File: config.mk
export PLATFORM = sky130hd
export DESIGN_NAME = msfc_top
export DESIGN_NICKNAME = d
export VERILOG_FILES = /design/src/core/msfc_pkg.sv /design/src/core/msfc_vchan.sv /design/src/core/msfc_top.sv
export VERILOG_INCLUDE_DIRS = /design/src /design/src/core
export SDC_FILE = /design/constraint.sdc
export NUM_CORES = 1
export LEC_CHECK = 0
export BUFFER_PORTS_ARGS = -buffer_cell sky130_fd_sc_hd__buf_2
export CORE_MARGIN = 5
export CORE_UTILIZATION = 47
export DETAILED_ROUTE_END_ITERATION = 6
export PLACE_DENSITY_LB_ADDON = 0.25
export SLEW_MARGIN = 25
export SYNTH_ARGS = -nofsm -noshare
export SYNTH_HDL_FRONTEND = slang
export SYNTH_SLANG_ARGS = --single-unit
File: constraint.sdc
create_clock -name mclk -period 3.2 [get_ports mclk]
set_clock_uncertainty 0.05 [all_clocks]
set_input_delay 0.64 -clock mclk [delete_from_list [all_inputs] [get_ports mclk]]
set_output_delay 0.64 -clock mclk [all_outputs]
set_load 0.01 [all_outputs]
File: src/core/msfc_defines.svh
/*
 * register offsets, field positions and reset values of the two
 * special function setup registers. assumes 8-bit register addressing.
 */
`ifndef MSFC_DEFINES_SVH
`define MSFC_DEFINES_SVH

`define MSFC_SFC1_ADDR      8'hbc
`define MSFC_SFC2_ADDR      8'hbd
`define MSFC_SFC1_RESET     8'h00
`define MSFC_SFC2_RESET     8'h00
`define MSFC_SFC1_WMASK     8'h7f
`define MSFC_SFC2_WMASK     8'h3f

`define MSFC_VH_LSB         0
`define MSFC_VH_MSB         2
`define MSFC_Z1_LIM_BIT     3
`define MSFC_Z2_LIM_BIT     4
`define MSFC_Z1_FAN_BIT     5
`define MSFC_Z2_FAN_BIT     6

`define MSFC_TACH_LSB       0
`define MSFC_TACH_MSB       3
`define MSFC_AB_HALF_BIT    4
`define MSFC_CD_HALF_BIT    5

`define MSFC_LIMIT_MASK     8'hff
`define MSFC_NUM_VCHAN      16

`endif

File: src/core/msfc_pkg.sv
/*
 * types of the special function control block.
 * assumes msfc_defines.svh for the constants.
 */
`include "msfc_defines.svh"

package msfc_pkg;

	typedef logic [7:0] msfc_byte_t;

	typedef struct packed {
		logic out;
		logic err_set;
	} msfc_vchan_s;

	typedef struct packed {
		msfc_byte_t sfc1;
		msfc_byte_t sfc2;
		msfc_byte_t rdata;
		msfc_byte_t z1_lim;
		msfc_byte_t z2_lim;
		msfc_byte_t z1_fan;
		msfc_byte_t z2_fan;
	} msfc_top_s;

endpackage : msfc_pkg

File: src/core/msfc_vchan.sv
/*
 * one voltage channel window comparator with hysteresis.
 * assumes one-cycle sample strobes synchronous to mclk.
 */
`timescale 1ns/1ns
`include "msfc_defines.svh"

module msfc_vchan
	import msfc_pkg::*;
(
	// clock and reset
	input  wire logic       mclk,
	input  wire logic       rst_n,
	// sample
	input  wire logic       sample_valid,
	input  wire logic [7:0] reading,
	input  wire logic [7:0] low_limit,
	input  wire logic [7:0] high_limit,
	input  wire logic [2:0] hysteresis,
	// status
	output logic            out_of_limit,
	output logic            err_set
);
	msfc_vchan_s st_r;
	msfc_vchan_s st_nxt;
	logic [8:0]  rd_plus_h;
	logic [8:0]  low_plus_h;
	logic        masked;
	logic        enter;
	logic        back_in;

	// hysteresis counts are raw converter counts
	assign rd_plus_h  = {1'b0, reading} + {6'h00, hysteresis};
	assign low_plus_h = {1'b0, low_limit} + {6'h00, hysteresis};
	assign masked     = (high_limit == `MSFC_LIMIT_MASK);
	assign enter      = (reading > high_limit) || (reading < low_limit);
	// same hysteresis on both limits
	assign back_in    = (rd_plus_h <= {1'b0, high_limit}) && ({1'b0, reading} >= low_plus_h);

	always_comb begin
		st_nxt         = st_r;
		st_nxt.err_set = 1'b0;
		if (sample_valid) begin
			if (masked) begin
				st_nxt.out = 1'b0;
			end else begin
				st_nxt.out     = enter || (st_r.out && !back_in);
				st_nxt.err_set = enter || (st_r.out && !back_in);
			end
		end
	end

	always_ff @(posedge mclk) begin
		if (!rst_n) begin
			st_r <= '0;
		end else begin
			st_r <= st_nxt;
		end
	end

	assign out_of_limit = st_r.out;
	assign err_set      = st_r.err_set;

	a_err_on_excursion: assert property (@(posedge mclk) disable iff (!rst_n)
		sample_valid && !masked && enter |=> err_set && out_of_limit)
		else $error("excursion did not raise the error");
	a_hyst_holds_out: assert property (@(posedge mclk) disable iff (!rst_n)
		sample_valid && !masked && out_of_limit && (rd_plus_h > {1'b0, high_limit}) |=> out_of_limit)
		else $error("channel released inside hysteresis band");
	a_hyst_release: assert property (@(posedge mclk) disable iff (!rst_n)
		sample_valid && !masked && !enter && back_in |=> !out_of_limit ##0 !err_set)
		else $error("channel not released past hysteresis");
	a_mask_silent: assert property (@(posedge mclk) disable iff (!rst_n)
		sample_valid && masked |=> !err_set)
		else $error("masked channel raised an error");
endmodule : msfc_vchan

File: src/core/msfc_top.sv
/*
 * special function setup registers of the hardware monitor and the logic
 * they steer. assumes the serial management engine presents register
 * accesses as one-cycle strobes, and the converter presents voltage samples
 * with their limits, all synchronous to mclk.
 */
// Overview of operation
// - The three-bit hysteresis value applies to every voltage limit check, high and low alike.
// - One hysteresis unit is one converter count, whatever voltage that means on a channel.
// - Zone 1 limit checks use the smoothed temperature when its limit filter select is set.
// - Zone 2 limit checks use the smoothed temperature when its limit filter select is set.
// - Zone 1 fan control, boost included, uses the smoothed temperature when its fan select is set.
// - Zone 2 fan control, boost included, uses the smoothed temperature when its fan select is set.
// - Bits zero to three each enable smart tach mode for tach inputs one to four.
// - Bit four sets half-degree fan resolution for zones one and two, bit five for zones three and four.
// - A voltage above its high limit or below its low limit sets that channel's error bits, unless a high limit of ff masks the channel.
`timescale 1ns/1ns
`include "msfc_defines.svh"

module msfc_top
	import msfc_pkg::*;
(
	// clock and reset
	input  wire logic        mclk,
	input  wire logic        rst_n,
	// register access
	input  wire logic [7:0]  reg_addr,
	input  wire logic        reg_wr,
	input  wire logic [7:0]  reg_wdata,
	input  wire logic        reg_rd,
	output logic      [7:0]  reg_rdata,
	// voltage samples
	input  wire logic        volt_valid,
	input  wire logic [3:0]  volt_chan,
	input  wire logic [7:0]  volt_reading,
	input  wire logic [7:0]  volt_low_limit,
	input  wire logic [7:0]  volt_high_limit,
	// voltage status
	output logic      [15:0] volt_out_of_limit,
	output logic      [15:0] volt_err_set,
	// zone temperatures
	input  wire logic [7:0]  zone1_raw_temp,
	input  wire logic [7:0]  zone1_smooth_temp,
	input  wire logic [7:0]  zone2_raw_temp,
	input  wire logic [7:0]  zone2_smooth_temp,
	output logic      [7:0]  zone1_limit_temp,
	output logic      [7:0]  zone2_limit_temp,
	output logic      [7:0]  zone1_fan_temp,
	output logic      [7:0]  zone2_fan_temp,
	// fan and tach configuration
	output logic      [3:0]  tach_smart_mode_enable,
	output logic             zones_a_b_half_degree_select,
	output logic             zones_c_d_half_degree_select
);
	msfc_top_s  st_r;
	msfc_top_s  st_nxt;
	logic [2:0] voltage_hysteresis_field;
	logic       zone1_limit_filter_select;
	logic       zone2_limit_filter_select;
	logic       zone1_fan_filter_select;
	logic       zone2_fan_filter_select;

	assign voltage_hysteresis_field  = st_r.sfc1[`MSFC_VH_MSB:`MSFC_VH_LSB];
	assign zone1_limit_filter_select = st_r.sfc1[`MSFC_Z1_LIM_BIT];
	assign zone2_limit_filter_select = st_r.sfc1[`MSFC_Z2_LIM_BIT];
	assign zone1_fan_filter_select   = st_r.sfc1[`MSFC_Z1_FAN_BIT];
	assign zone2_fan_filter_select   = st_r.sfc1[`MSFC_Z2_FAN_BIT];

	always_comb begin
		st_nxt = st_r;
		// writes; reserved bits stay zero
		if (reg_wr && (reg_addr == `MSFC_SFC1_ADDR)) begin
			st_nxt.sfc1 = reg_wdata & `MSFC_SFC1_WMASK;
		end
		if (reg_wr && (reg_addr == `MSFC_SFC2_ADDR)) begin
			st_nxt.sfc2 = reg_wdata & `MSFC_SFC2_WMASK;
		end
		// reads; unmapped addresses return zero
		if (reg_rd) begin
			unique case (reg_addr)
				`MSFC_SFC1_ADDR: st_nxt.rdata = st_r.sfc1;
				`MSFC_SFC2_ADDR: st_nxt.rdata = st_r.sfc2;
				default:         st_nxt.rdata = 8'h00;
			endcase
		end
		// filtered or raw temperature per zone and use
		st_nxt.z1_lim = zone1_limit_filter_select ? zone1_smooth_temp : zone1_raw_temp;
		st_nxt.z2_lim = zone2_limit_filter_select ? zone2_smooth_temp : zone2_raw_temp;
		st_nxt.z1_fan = zone1_fan_filter_select ? zone1_smooth_temp : zone1_raw_temp;
		st_nxt.z2_fan = zone2_fan_filter_select ? zone2_smooth_temp : zone2_raw_temp;
	end

	always_ff @(posedge mclk) begin
		if (!rst_n) begin
			st_r      <= '0;
			st_r.sfc1 <= `MSFC_SFC1_RESET;
			st_r.sfc2 <= `MSFC_SFC2_RESET;
		end else begin
			st_r <= st_nxt;
		end
	end

	assign reg_rdata                    = st_r.rdata;
	assign zone1_limit_temp             = st_r.z1_lim;
	assign zone2_limit_temp             = st_r.z2_lim;
	assign zone1_fan_temp               = st_r.z1_fan;
	assign zone2_fan_temp               = st_r.z2_fan;
	assign tach_smart_mode_enable       = st_r.sfc2[`MSFC_TACH_MSB:`MSFC_TACH_LSB];
	assign zones_a_b_half_degree_select = st_r.sfc2[`MSFC_AB_HALF_BIT];
	assign zones_c_d_half_degree_select = st_r.sfc2[`MSFC_CD_HALF_BIT];

	// one comparator per voltage channel, all sharing the hysteresis
	genvar gi;
	generate
		for (gi = 0; gi < `MSFC_NUM_VCHAN; gi++) begin : g_vchan
			msfc_vchan u_vchan (
				.mclk         (mclk),
				.rst_n        (rst_n),
				.sample_valid (volt_valid && (volt_chan == 4'(gi))),
				.reading      (volt_reading),
				.low_limit    (volt_low_limit),
				.high_limit   (volt_high_limit),
				.hysteresis   (voltage_hysteresis_field),
				.out_of_limit (volt_out_of_limit[gi]),
				.err_set      (volt_err_set[gi])
			);
		end
	endgenerate

	a_zone1_limit_mux: assert property (@(posedge mclk) disable iff (!rst_n)
		1'b1 |=> zone1_limit_temp == ($past(zone1_limit_filter_select) ? $past(zone1_smooth_temp)
			: $past(zone1_raw_temp)))
		else $error("zone 1 limit temperature source wrong");
	a_zone2_limit_mux: assert property (@(posedge mclk) disable iff (!rst_n)
		1'b1 |=> zone2_limit_temp == ($past(zone2_limit_filter_select) ? $past(zone2_smooth_temp)
			: $past(zone2_raw_temp)))
		else $error("zone 2 limit temperature source wrong");
	a_zone1_fan_mux: assert property (@(posedge mclk) disable iff (!rst_n)
		zone1_fan_filter_select && $stable(zone1_fan_filter_select) |=> zone1_fan_temp == $past(zone1_smooth_temp))
		else $error("zone 1 fan temperature not smoothed");
	a_zone2_fan_mux: assert property (@(posedge mclk) disable iff (!rst_n)
		!zone2_fan_filter_select && $stable(zone2_fan_filter_select) |=> zone2_fan_temp == $past(zone2_raw_temp))
		else $error("zone 2 fan temperature not raw");
	a_tach_enable_write: assert property (@(posedge mclk) disable iff (!rst_n)
		reg_wr && reg_addr == `MSFC_SFC2_ADDR |=> tach_smart_mode_enable == $past(reg_wdata[3:0]))
		else $error("smart tach enables not written");
	a_half_degree_write: assert property (@(posedge mclk) disable iff (!rst_n)
		reg_wr && reg_addr == `MSFC_SFC2_ADDR |=> {zones_c_d_half_degree_select, zones_a_b_half_degree_select}
			== $past(reg_wdata[5:4]))
		else $error("half degree selects not written");
	a_hyst_readback: assert property (@(posedge mclk) disable iff (!rst_n)
		reg_wr && reg_addr == `MSFC_SFC1_ADDR ##1 reg_rd && reg_addr == `MSFC_SFC1_ADDR && !reg_wr
			|=> reg_rdata[2:0] == $past(reg_wdata[2:0], 2) && !reg_rdata[7])
		else $error("hysteresis readback wrong");
	a_volt_err_latency: assert property (@(posedge mclk) disable iff (!rst_n)
		!volt_valid |=> volt_err_set == 16'h0000)
		else $error("error set without a sample");

	// register map
	a_hyst_write: assert property (@(posedge mclk) disable iff (!rst_n)
		reg_wr && reg_addr == `MSFC_SFC1_ADDR |=> voltage_hysteresis_field == $past(reg_wdata[2:0]))
		else $error("hysteresis field not written");
	a_filter_write: assert property (@(posedge mclk) disable iff (!rst_n)
		reg_wr && reg_addr == `MSFC_SFC1_ADDR |=> {zone2_fan_filter_select, zone1_fan_filter_select,
			zone2_limit_filter_select, zone1_limit_filter_select} == $past(reg_wdata[6:3]))
		else $error("filter selects not written");
	a_sfc1_keeps: assert property (@(posedge mclk) disable iff (!rst_n)
		!(reg_wr && reg_addr == `MSFC_SFC1_ADDR) |=> $stable(st_r.sfc1))
		else $error("first setup register changed without a write");
	a_sfc2_keeps: assert property (@(posedge mclk) disable iff (!rst_n)
		!(reg_wr && reg_addr == `MSFC_SFC2_ADDR) |=> $stable(st_r.sfc2))
		else $error("second setup register changed without a write");
	a_sfc1_res_zero: assert property (@(posedge mclk) disable iff (!rst_n)
		reg_wr && reg_addr == `MSFC_SFC1_ADDR |=> !st_r.sfc1[7])
		else $error("reserved bit of first setup register set");
	a_sfc2_res_zero: assert property (@(posedge mclk) disable iff (!rst_n)
		reg_wr && reg_addr == `MSFC_SFC2_ADDR |=> st_r.sfc2[7:6] == 2'h0)
		else $error("reserved bits of second setup register set");
	a_sfc2_readback: assert property (@(posedge mclk) disable iff (!rst_n)
		reg_rd && reg_addr == `MSFC_SFC2_ADDR |=> reg_rdata == $past({2'h0, zones_c_d_half_degree_select,
			zones_a_b_half_degree_select, tach_smart_mode_enable}))
		else $error("second setup register readback wrong");
	a_unmapped_read: assert property (@(posedge mclk) disable iff (!rst_n)
		reg_rd && reg_addr != `MSFC_SFC1_ADDR && reg_addr != `MSFC_SFC2_ADDR |=> reg_rdata == 8'h00)
		else $error("unmapped read not zero");
	a_rdata_holds: assert property (@(posedge mclk) disable iff (!rst_n)
		!reg_rd |=> $stable(reg_rdata))
		else $error("read data changed without a read");

	// temperature sources
	a_zone1_fan_raw: assert property (@(posedge mclk) disable iff (!rst_n)
		!zone1_fan_filter_select && $stable(zone1_fan_filter_select) |=> zone1_fan_temp == $past(zone1_raw_temp))
		else $error("zone 1 fan temperature not raw");
	a_zone2_fan_smooth: assert property (@(posedge mclk) disable iff (!rst_n)
		zone2_fan_filter_select && $stable(zone2_fan_filter_select) |=> zone2_fan_temp == $past(zone2_smooth_temp))
		else $error("zone 2 fan temperature not smoothed");

	// voltage status
	a_err_own_chan: assert property (@(posedge mclk) disable iff (!rst_n)
		volt_valid |=> (volt_err_set & ~(16'h0001 << $past(volt_chan))) == 16'h0000)
		else $error("error raised on a channel not sampled");
	a_out_needs_sample: assert property (@(posedge mclk) disable iff (!rst_n)
		!volt_valid |=> $stable(volt_out_of_limit))
		else $error("limit state changed without a sample");
	a_err_with_out: assert property (@(posedge mclk) disable iff (!rst_n)
		(volt_err_set & ~volt_out_of_limit) == 16'h0000)
		else $error("error raised on a channel in range");

	// reset values
	a_reset_sfc1: assert property (@(posedge mclk)
		!rst_n |=> st_r.sfc1 == `MSFC_SFC1_RESET)
		else $error("first setup register reset value wrong");
	a_reset_sfc2: assert property (@(posedge mclk)
		!rst_n |=> st_r.sfc2 == `MSFC_SFC2_RESET)
		else $error("second setup register reset value wrong");
	a_reset_volt: assert property (@(posedge mclk)
		!rst_n |=> volt_out_of_limit == 16'h0000 && reg_rdata == 8'h00)
		else $error("status not cleared by reset");
endmodule : msfc_top

==> reports/qor.yml <==
ys_ff_latch: 84
synth_common_cells: "dfxtp_1, buf_4, nand2_1"
dp.cells: 794
num_antenna_cells: 0
syn_avg_cell_area_sq_um: 8.83
clk_pin_slew_ps: 80
via_per_inst: 5.13
grt_start_max_net_pins: 69
wl_mm: 11.9
ios: 159
max-cap-violations: 0
place_hpwl_mm: 9.30
die_area_sq_um: 13000
finalHoldViolations: 0
critPathSlowestCell: "fa_2"
cp_max_fo: 5
tightest_slew_ps: 729
antenna_found_initial: 0
worstSetupStartpointType: "input pin"
fin_crit_sh: 0.996
outcome: "completed"
yosysMostFrequentCell: "dfxtp_1"
drcViolationCount: 0
nets: 789
die_height_microns: 114
drtIter0Drc: 179
crit_type: "in2reg"
place.gp.congestion: 0.869
crit_top_cell: "buf_6"
pwr_density_cell_nw_per_um2: 378
p_leak_nw: 2.72
fin_cells: 814
fin_crit_ps: 3190
async_flop_share: 0
yosys-top-cells-area: "dfxtp_1, buf_4, ha_1"
peakVddDrop_mv: 0.219
cts_buffers: 9
end_kind: "flop"
ys_warn_count: 0
path_cells: "buf_6 > ha_4 > inv_2 > fa_2 > nor2b_4 > o2111ai_2 > xnor2_1 > ha_1 > and4_1 > a21boi_2 > o41ai_2 > nor3b_4 > buf_4 > buf_6 > a21oi_2 > or3_1"
clk_path_buf_depth: 2
path_delay_family: "simple AND/OR/NAND/NOR gates"
critPathBufInv: 4
cts_sinks: 84
overflow: 0
final-setup-viol-count: 0
h-tree-depth: 3
dp_slack_ps: -487
worst_slack_ps: 12.3
utilization: 0.543
seq_area_frac_synth: 0.331
slew_viol_final: 0
synth_nets: 696
drive_gt1_frac: 0.335
grt_pass1_vias: 4018
die_w_microns: 114
grt_pass1_wl_mm: 19.0
worstPathRequired_ps: 3380
yosys.area.top_type: "dfxtp_1"
synth-edff-count: 0
portBuffers: 156
relSlewSlack: 0.510
dominantRegCellSynth: "dfxtp_1"
area_delta_synth_final_pct: 14.8
wl_per_cell_microns: 14.7
cts_root_buf: "clkbuf_8"
fp.coreArea_sq_um: 10700
cts_tree: "done"
worstPathArrival_ps: 3370
num_vias: 4175
ant_nets: 0
synthCells: 576
synth_top_area_frac: 0.331
syn-cell-area_sq_um: 5090
fmax_ghz: 0.314
synth_cell_types: 53
start_util: 0.473
core.rowCount: 38
grt_use_total: 0.180
clk_latency_ps: 340
slowest_delay_ps: 360
rsz0062_at_grt: "true"
hp-class: "reg2reg"
first_pass_iters: 5
routing by layer:
metal  vias up  GRT usage  wire, microns
met3        15     0.0393            884
met5         -          0              0
li1       2103          -              -
met1      1915      0.235           5380
met4         0     0.0610            216
met2       142      0.295           5460
cell type report:
type	instances	area [sq um]
Clock buffer	12	135
Clock inverter	4	50.0
Fill cell	1017	4910
Inverter	23	86.3
Multi-Input combinational cell	371	2720
Sequential cell	84	1680
Tap cell	140	175
Timing Repair Buffer	180	987
sequential cells by signal, indices dropped and copies added (netlist names):
signal / flops
zones_a_b_half_degree_select: 1
zone2_fan_temp: 8
g_vchan.u_vchan.out_of_limit: 16
reg_rdata: 7
g_vchan.u_vchan.err_set: 16
st_r: 7
zone1_fan_temp: 8
zone1_limit_temp: 8
tach_smart_mode_enable: 4
zones_c_d_half_degree_select: 1
zone2_limit_temp: 8
worst paths after layout:
kind | start | to | slack [ps] | cells after the start
max | volt_reading[0] | g_vchan[5].u_vchan.out_of_limit | 10 | 16
min | reg_rdata[2] | reg_rdata[2] | 430 | 1
max reg2reg | st_r[48] | g_vchan[5].u_vchan.out_of_limit | 30 | 15
min reg2reg | reg_rdata[2] | reg_rdata[2] | 430 | 1
repair_timing:
action                     4_1_cts  5_1_grt
setup buffers                    0        3
pin swaps                        2        6
cloned                           0        1
setup endpoints to repair       10       30
resized for setup                5       15
hold buffers                     0        0
power breakdown:
group	switching [mW]	internal [mW]
combinational	0.215	0.176
clock	0.367	0.361
sequential	0.0111	1.08
total	0.593	1.61
through the flow:
stage               hold slack, ps  setup TNS (ps)  area, sq um  total power, mW
floorplan                      404           -1010         5120             1.36
global route                   467           -1800         5840             2.33
finish                         433               0         5840             2.21
global placement               412           -9390         5580             1.47
CTS                            436               0         5780             2.22
detailed placement             418          -12070         5580             1.48
cell usage in the layout (no fill, tap or decap), types with 10 or more instances in the layout:
master,instances
nor2b_1,44
nor2_1,12
nand3_1,34
nand2_1,45
inv_1,22
o21ai_0,11
ha_1,36
buf_2,155
dfxtp_1,82
xnor2_1,10
a21oi_1,15
mux2i_1,39
buf_4,21
kinds of logic after synthesis:
kind of cell,after synthesis,synth area share
other,1,0.000737
and+or+nand+nor,182,0.189
adders and majority gates,39,0.0989
xor gates and xnor gates,12,0.0207
buffers and inverters,121,0.150
AOI/OAI and AO/OA,98,0.133
DFF,84,0.331
muxes,39,0.0768
No activity file was read; power rests on OpenSTA's default activity.
